<file path="src/hdl/rsa_pkg.sv">
package rsa_pkg;

    // ------------------------------------------------------------
    // register map
    // ------------------------------------------------------------
    localparam logic [7:0] ADDR_SELECT_A = 8'h1A;
    localparam logic [7:0] ADDR_SELECT_B = 8'h1B;
    localparam logic [7:0] ADDR_SELECT_C = 8'h1C;

    // writable bits; reserved bits stay zero
    localparam logic [7:0] MASK_SELECT_A = 8'h7F;
    localparam logic [7:0] MASK_SELECT_B = 8'hF7;
    localparam logic [7:0] MASK_SELECT_C = 8'h70;

    // ------------------------------------------------------------
    // field positions
    // ------------------------------------------------------------
    localparam int BUCK3_LSB = 4;
    localparam int LREG1_LSB = 0;
    localparam int LREG2_LSB = 4;
    localparam int SW1_LSB = 0;
    localparam int SW2_LSB = 4;

    // ------------------------------------------------------------
    // reset values per product variant 0..3 for registers a and b; register c has one value for all
    // ------------------------------------------------------------
    localparam logic [7:0] RST_SELECT_A [4] = '{8'h3B, 8'h5F, 8'h5F, 8'h5F};
    localparam logic [7:0] RST_SELECT_B [4] = '{8'h21, 8'h23, 8'h32, 8'h32};
    localparam logic [7:0] RST_SELECT_C = 8'h40;

    // ------------------------------------------------------------
    // strobe codes
    // ------------------------------------------------------------
    localparam logic [3:0] CODE_NONE = 4'h0;
    localparam logic [3:0] CODE_LAST_PLAIN = 4'h7;
    localparam logic [3:0] CODE_STROBE14 = 4'hE;
    localparam logic [3:0] CODE_STROBE15 = 4'hF;
    localparam logic [3:0] STROBE_WITH_SYS = 4'hF;

    // rail index order on rail_en
    localparam int RAIL_COUNT = 5;
    localparam int RAIL_BUCK3 = 0;
    localparam int RAIL_LREG1 = 1;
    localparam int RAIL_LREG2 = 2;
    localparam int RAIL_SW1 = 3;
    localparam int RAIL_SW2 = 4;

    // ------------------------------------------------------------
    // carriers
    // ------------------------------------------------------------
    typedef struct packed {
        logic wr;
        logic rd;
        logic [7:0] addr;
        logic [7:0] wdata;
    } rsa_req_type;

    typedef struct packed {
        logic strobe;
        logic [3:0] index;
        logic clear;
        logic sys_ok;
    } rsa_seq_type;

    typedef struct packed {
        logic [7:0] select_a;
        logic [7:0] select_b;
        logic [7:0] select_c;
        logic [7:0] rdata;
        logic rvalid;
        logic [3:0] reached;
        logic [RAIL_COUNT-1:0] rail_en;
    } rsa_state_type;

endpackage

</file>
<file path="src/hdl/rsa_rail_strobe_regs.sv">
`timescale 1ns/1ns

// Function
// - The third buck converter's strobe field is bits 6:4, 000b is unsequenced, 001b-110b mean strobes 1-6.
// - The first linear regulator's field is bits 3:0, 0000b is unsequenced, 0001b-0111b mean strobes 1-7.
// - In four-bit regulator fields, codes 1000b and 1001b leave the rail unsequenced.
// - A four-bit regulator field of 1110b enables the rail at strobe fourteen.
// - A four-bit regulator field of 1111b enables the rail at strobe fifteen once the system supply is up.
// - The second linear regulator's field is bits 7:4 of register b with the same four-bit coding.
// - The first load switch field is bits 2:0 of register b, 000b is unsequenced, 001b-100b mean strobes 1-4.
// - Three-bit code 111b is taken as strobe seven, the upper codes mapping straight to strobe n.
// - Bit 7 of register a and bit 3 of register b are read-only and read as zero.
// - Writes to the strobe registers land only while the password mechanism permits them.
// - Register c sits at address 0x1C and resets to 0x40.
// - Registers a and b reset to values that depend on the product variant.
module rsa_rail_strobe_regs #(
    parameter int VARIANT = 0
) (
    input wire logic clk,
    input wire logic rst,
    input wire rsa_pkg::rsa_req_type req,
    input wire logic wr_permit,
    input wire rsa_pkg::rsa_seq_type seq,
    input wire logic [rsa_pkg::RAIL_COUNT-1:0] direct_en,
    output logic [7:0] rdata,
    output logic rvalid,
    output logic [3:0] strobe_reached,
    output logic [rsa_pkg::RAIL_COUNT-1:0] rail_en
);
    import rsa_pkg::*;

    rsa_state_type state_reg;
    rsa_state_type state_next;

    // ------------------------------------------------------------
    // code decoding
    // ------------------------------------------------------------

    // three-bit fields: 0 is unsequenced, n is strobe n
    // top code as strobe seven
    function automatic logic [3:0] target3(input logic [2:0] code);
        target3 = {1'b0, code};
    endfunction

    // four-bit fields: 8, 9 and the reserved codes give no target
    // codes 8 and 9
    function automatic logic [3:0] target4(input logic [3:0] code);
        if (code <= CODE_LAST_PLAIN) begin
            target4 = code;
        end else if (code == CODE_STROBE14 || code == CODE_STROBE15) begin
            target4 = code;
        end else begin
            target4 = CODE_NONE;
        end
    endfunction

    // mapped read value; unmapped addresses read zero
    function automatic logic [7:0] read_value(input rsa_state_type s, input logic [7:0] addr);
        case (addr)
            ADDR_SELECT_A: read_value = s.select_a;
            ADDR_SELECT_B: read_value = s.select_b;
            ADDR_SELECT_C: read_value = s.select_c;
            default: read_value = 8'h00;
        endcase
    endfunction

    // ------------------------------------------------------------
    // per-rail targets
    // ------------------------------------------------------------
    logic [3:0] target [RAIL_COUNT];

    assign target[RAIL_BUCK3] = target3(state_reg.select_a[BUCK3_LSB +: 3]);
    assign target[RAIL_LREG1] = target4(state_reg.select_a[LREG1_LSB +: 4]);
    assign target[RAIL_LREG2] = target4(state_reg.select_b[LREG2_LSB +: 4]);
    assign target[RAIL_SW1] = target3(state_reg.select_b[SW1_LSB +: 3]);
    assign target[RAIL_SW2] = target3(state_reg.select_c[SW2_LSB +: 3]);

    // ------------------------------------------------------------
    // rail enable decision
    // ------------------------------------------------------------
    logic [RAIL_COUNT-1:0] rail_want;

    genvar gi;
    generate
        for (gi = 0; gi < RAIL_COUNT; gi++) begin : g_rail
            logic reached_ok;
            // strobe fourteen compares like any other count
            // strobe fifteen also waits for the system supply
            assign reached_ok = (state_reg.reached >= target[gi]) &&
                ((target[gi] != STROBE_WITH_SYS) || seq.sys_ok);
            // sequenced rails follow the count, others the direct bit
            assign rail_want[gi] = (target[gi] == CODE_NONE) ? direct_en[gi] : reached_ok;
        end
    endgenerate

    // ------------------------------------------------------------
    // next state
    // ------------------------------------------------------------
    always_comb begin
        state_next = state_reg;
        state_next.rvalid = 1'b0;
        if (req.wr && wr_permit) begin
            // reserved codes are stored but sequence nothing
            case (req.addr)
                ADDR_SELECT_A: state_next.select_a = req.wdata & MASK_SELECT_A;
                ADDR_SELECT_B: state_next.select_b = req.wdata & MASK_SELECT_B;
                ADDR_SELECT_C: state_next.select_c = req.wdata & MASK_SELECT_C;
                default: state_next.select_a = state_reg.select_a;
            endcase
        end
        // a read returns the value held before any same-cycle write
        if (req.rd) begin
            state_next.rdata = read_value(state_reg, req.addr);
            state_next.rvalid = 1'b1;
        end
        // clear wins over a strobe so power-down restarts from zero
        if (seq.clear) begin
            state_next.reached = 4'h0;
        end else if (seq.strobe) begin
            state_next.reached = seq.index;
        end
        state_next.rail_en = rail_want;
    end

    // ------------------------------------------------------------
    // state register
    // ------------------------------------------------------------
    always_ff @(posedge clk) begin
        if (rst) begin
            state_reg.select_a <= RST_SELECT_A[VARIANT];
            state_reg.select_b <= RST_SELECT_B[VARIANT];
            state_reg.select_c <= RST_SELECT_C;
            state_reg.rdata <= 8'h00;
            state_reg.rvalid <= 1'b0;
            state_reg.reached <= 4'h0;
            state_reg.rail_en <= '0;
        end else begin
            state_reg <= state_next;
        end
    end

    // ------------------------------------------------------------
    // outputs
    // ------------------------------------------------------------
    assign rdata = state_reg.rdata;
    assign rvalid = state_reg.rvalid;
    assign strobe_reached = state_reg.reached;
    assign rail_en = state_reg.rail_en;

endmodule

</file>
<file path="config.mk">
export PLATFORM = sky130hd
export DESIGN_NAME = rsa_rail_strobe_regs
export DESIGN_NICKNAME = d
export VERILOG_FILES = /design/src/hdl/rsa_pkg.sv /design/src/hdl/rsa_rail_strobe_regs.sv
export SDC_FILE = /design/constraint.sdc
export NUM_CORES = 1
export LEC_CHECK = 0
export BUFFER_PORTS_ARGS = -buffer_cell sky130_fd_sc_hd__buf_2
export CORE_MARGIN = 4
export CORE_UTILIZATION = 45
export CTS_BUF_LIST = sky130_fd_sc_hd__clkbuf_16
export DETAILED_ROUTE_END_ITERATION = 10
export GPL_ROUTABILITY_DRIVEN = 0
export GPL_TIMING_DRIVEN = 1
export PLACE_DENSITY = 0.75
export SKIP_LAST_GASP = 1
export SLEW_MARGIN = 20
export SYNTH_ARGS = -nofsm -noshare
export SYNTH_HDL_FRONTEND = slang
export SYNTH_SLANG_ARGS = --single-unit
</file>
<file path="constraint.sdc">
create_clock -name clk -period 2.29 [get_ports clk]
set_clock_uncertainty 0.05 [all_clocks]
set_input_delay 0.1145 -clock clk [delete_from_list [all_inputs] [get_ports clk]]
set_output_delay 0.1145 -clock clk [all_outputs]
set_load 0.01 [all_outputs]
</file>
; Yosys cells after proc, flatten, opt, wreduce, memory -nomap -nowiden
; Cells that the tools add are included.
[classes]
eq_ne = 9
order_cmp = 7
mux = 11
reduce_logical = 16
[op_table]
columns = op, count
row1 = "== test 8 x 5 -> 1 bit, second input constant", 3
row2 = one-hot mux 8 bit (3 select lines), 1
row3 = zero test 4 bit, 5
row4 = "== test 4 bit, second input constant", 4
row5 = two-way mux 4 bit, 4
row6 = greater-or-equal comparator 4 x 3 -> 1 bit, 3
row7 = greater-or-equal comparator 4 bit, 2
row8 = "less-or-equal comparator 4 x 3 -> 1 bit, second input constant", 2
row9 = "!= test 4 bit, second input constant", 2
row10 = two-way mux 1 bit, 6
row11 = AND reduction 2 bit, 3
row12 = logical OR 1 bit, 4
row13 = logical AND 1 bit, 3
row14 = OR reduction 2 bit, 1
[word_totals]
reg_bits = 35
input_bits = 33
elab_cells = 50
output_inout_bits = 18

; Logic depth before layout (Yosys ltp)
[logic_depth]
depth_word = 8
depth_mapped = 8
ltp_nobuf = 7

; Worst setup path before layout
; No wires, ideal clock.
[synth_path]
kind = register to register
startpoint = register state_reg[31] (netlist bit)
endpoint = register rail_en[2] (netlist name)
path_stages_with_launch = 9
path_slack_ps = 588
period_less_slack_ps = 1702
setup_time_ps = 132
t_arrival_ps = 1519
path_cell_list = dfxtp_1 > buf_2 > nand2_1 > a21boi_0 > ha_1 > nand2b_1 > a2111oi_0 > or4_1 > a21oi_1
[synth_via]
elab_chain_len = 8
elab_cells_between_ends = 12
classes_between = order compare: 2 / eq/ne: 3 / mux: 3 / reduce/logical: 4
[synth_rtl]
columns = item, line_no
row1 = "start, declared", rsa_rail_strobe_regs.sv:32  ; rsa_state_type state_reg;
row2 = "start signal, assigned", rsa_rail_strobe_regs.sv:138  ; state_reg <= state_next;
row3 = == test 4 bit, rsa_rail_strobe_regs.sv:50  ; end else if (code == CODE_STROBE14 || code == CODE_STROBE15) begin
row4 = logical OR 1 bit, rsa_rail_strobe_regs.sv:50
row5 = two-way mux 4 bit, rsa_rail_strobe_regs.sv:50
row6 = two-way mux 4 bit (*), rsa_rail_strobe_regs.sv:48  ; if (code <= CODE_LAST_PLAIN) begin
row7 = branches (longest 3 deep; another with greater-or-equal comparator 4 bit), -
row8 = two-way mux 1 bit (*), rsa_rail_strobe_regs.sv:92  ; assign rail_want[gi] = (target[gi] == CODE_NONE) ? direct_en[gi] : reached_ok;
; Every way passes the cells marked *.
; A chain may end at the register's enable or synchronous reset.

; Worst setup path after layout
[layout_path]
startpoint = register state_reg[31] (netlist bit)
endpoint = register rail_en[2] (netlist name)
[layout_via]
elab_chain_len = 8
elab_cells_between_ends = 12
classes_between = order compare: 2 / eq/ne: 3 / mux: 3 / reduce/logical: 4
[layout_rtl]
columns = item, line_no
row1 = == test 4 bit, rsa_rail_strobe_regs.sv:50
row2 = logical OR 1 bit, rsa_rail_strobe_regs.sv:50
row3 = two-way mux 4 bit, rsa_rail_strobe_regs.sv:50
row4 = two-way mux 4 bit (*), rsa_rail_strobe_regs.sv:48
row5 = branches (longest 3 deep; another with greater-or-equal comparator 4 bit), -
row6 = two-way mux 1 bit (*), rsa_rail_strobe_regs.sv:92
; Marked as above.

==> flow_summary.toml <==
[detailed_routing]
drc_errors = 0
dr.pass1.iters = 4
drtIter0Drc = 63
via_per_inst = 5.41
ant_nets = 0
routedWlPerCell_microns = 14.0
via_count = 1752
wirelength_microns = 4540

[cells_and_area]
insertedDiodeCount = 0
syn2layout_area_growth_pct = 13.4
nFillCells = 433
layout.cells.non_filler = 324
largest_reg_flops = 17
final_nets = 321
drive_gt1_frac = 0.246

[power]
power_density_nw_per_um2 = 578
finalPower_w = 0.00138
internal_power_w = 0.00107
switching_share = 0.228
vdd_drop_max_uv = 291
p_leak_nw = 1.03
pwr-share-seq = 0.452
combPwrFrac = 0.091
power.switching_w = 0.000314
p_clk_frac = 0.457

[global_route]
grt_overflow = 0
grt_pass1_vias = 1736
grt_pass1_wl_microns = 7620
grt_util_all_layers = 0.161
grt_max_degree = 37
antenna_found_initial = 0

[clock_network]
cts_setup_buffers = 0
clock_sinks = 35
htreeDepth = 2
clkLatencyLatePin_ns = 0.28
cts_hold_buf = 0
cts_tree = "done"
cts_root_buffer = "clkbuf_16"
cts_buffers = 5
cts_buffer_depth = 2
cts_resized = 0
clk_pin_slew_ns = 0.05

[outcome]
outcome = "finished, final reports clean"

[place]
portBuffers = 50
dp.cells = 316
post-dp-hpwl_microns = 3440

[timing]
slew_violations = 0
fin_tns_setup_ns = 0
rsz0062_at_grt = "no"
worst_pin_slew_ns = 0.640
period_share = 0.873
finalHoldViolCount = 0
setup_viol = 0
slew_headroom = 0.573
min_period_ns = 2.00
fmax_ghz = 0.500

[run]
drv_cap = 0

[floorplanning]
die_y_microns = 76.4
dieArea_sq_um = 5840
io_pins = 51
core_area_sq_um = 4440
rows = 24
die_w_microns = 76.4
start_util = 0.474

[worst_setup_path]
worst-path-max-fanout = 9
critPathKind = "reg -> reg"
cp-start-kind = "flop"
crit_path_end = "rail_en[2]"
required_ns = 2.38
r2r-start = "state_reg[31]"
cp-startpoint = "state_reg[31]"
crit_arrival_ns = 2.09
rr_worst_depth = 7
cp-end-kind = "flop"
rrSetupSlack_ns = 0.29
r2r_end = "rail_en[2]"

[yosys]
synth_warnings = 0
synth_top_area_cell = "dfxtp_1"
synth_nets = 290
synth_area_sq_um = 2110
ys_seq_elements = 35
yosys-top-cells-area = "dfxtp_1, ha_1, buf_4"
ys_types = 36
netlist_instances = 240
synth_top_cell_area_share = 0.333
ys_seq_area_frac = 0.333
synth.avg_cell_area_sq_um = 8.77

[hold_path]
holdCritPathClass = "in -> reg"
-- logic make-up after synthesis --
| kind of cell | after synthesis | synth area share |
|---|---|---|
| simple gates | 78 | 0.225 |
| compound gates | 50 | 0.147 |
| buf+inv | 44 | 0.116 |
| flops | 35 | 0.333 |
| fa+ha+maj | 17 | 0.101 |
| mux | 16 | 0.0778 |
-- worst min path at each step --
stage                start                 to  cells after the start
floorplan           seq[1]  strobe_reached[0]                      1
global placement    seq[1]  strobe_reached[0]                      2
detailed placement  seq[1]  strobe_reached[1]                      2
CTS                 seq[1]  strobe_reached[1]                      2
global route        seq[1]  strobe_reached[1]                      2
finish              seq[1]  strobe_reached[1]                      2
-- Yosys cell counts --
cell and count:
and2b_1 1, nand3b_4 1, buf_6 1, nor2_1 19
nand4b_1 1, mux2i_1 13, a21boi_0 5, dfxtp_1 35
buf_4 18, nor4_4 3, a22oi_1 3, or2_1 1
nand3_4 1, nand3b_1 1, ha_1 17, or2b_1 2
a221oi_1 3, o21a_1 2, buf_2 3, inv_1 16
a2bb2oi_1 3, o211ai_1 2, nor3_1 17, nor2b_1 2
mux2_2 3, o21ai_0 13, nand2_1 7, and2_1 1
nand3_1 6, a2111oi_0 2, or2_2 2, clkbuf_1 6
nand2b_1 10, nand4_1 1, a21oi_1 17, or4_1 2
-- per-stage QoR --
step | setup slack (ns) | area [sq um] | utilization | hold slack, ns
floorplan | 0.588 | 2110 | - | 0.144
global placement | 0.508 | 2250 | 0.507 | 0.287
detailed placement | 0.412 | 2250 | 0.507 | 0.290
CTS | 0.253 | 2390 | 0.537 | 0.00132
global route | 0.147 | 2390 | 0.537 | 0.0113
finish | 0.290 | 2390 | 0.537 | 0.00500
-- critical path, stage by stage, from the launching register on --
cell	delay, ns
dfxtp_1	0.46
nand2_1	0.08
a21boi_0	0.19
ha_1	0.25
nand2b_1	0.13
a2111oi_0	0.46
or4_1	0.18
a21oi_1	0.05
-- power groups by stage --
stage / Sequential, W / Clock, W / Combinational [W]
5_1_grt: 0.000625 / 0.000666 / 0.000141
3_3_place_gp: 0.000637 / 0 / 0.000124
6_report: 0.000625 / 0.000630 / 0.000126
4_1_cts: 0.000624 / 0.000641 / 0.000128
3_5_place_dp: 0.000637 / 0 / 0.000127
2_1_floorplan: 0.000635 / 0 / 0.0000863
-- layout by cell type (no fill, tap or decap), types with 2 or more instances in the layout --
cell,count
nor3_1,17
buf_4,2
dfxtp_1,35
a22oi_1,3
o21a_1,2
clkinv_1,2
nor2_1,19
nand2_1,7
o21ai_0,13
nor2b_1,2
clkbuf_16,5
or2b_1,2
or2_2,2
a2111oi_0,2
a221oi_1,3
o211ai_1,2
nor4_4,3
a21oi_1,17
inv_1,17
buf_2,50
or4_1,2
nand2b_1,10
mux2i_1,13
a2bb2oi_1,3
ha_1,17
mux2_2,3
a21boi_0,5
nand3_1,6
-- area by class of cell --
class	count	area, sq um	area share
Clock inverter	3	11.3	0.00471
Timing Repair Buffer	52	265	0.111
Multi-Input combinational cell	161	1160	0.486
Clock buffer	5	125	0.0524
Inverter	16	60.1	0.0251
Sequential cell	35	701	0.293
Tap cell	52	65.1	0.0272
-- metal layers --
| metal | track usage | vias up | share of wire |
|---|---|---|---|
| li1 | - | 886 | - |
| met1 | 0.186 | 812 | 0.44 |
| met2 | 0.284 | 47 | 0.48 |
| met3 | 0.0343 | 7 | 0.060 |
| met4 | 0.0743 | 0 | 0.013 |
| met5 | 0 | - | 0 |
(Power assumes the default switching activity.)
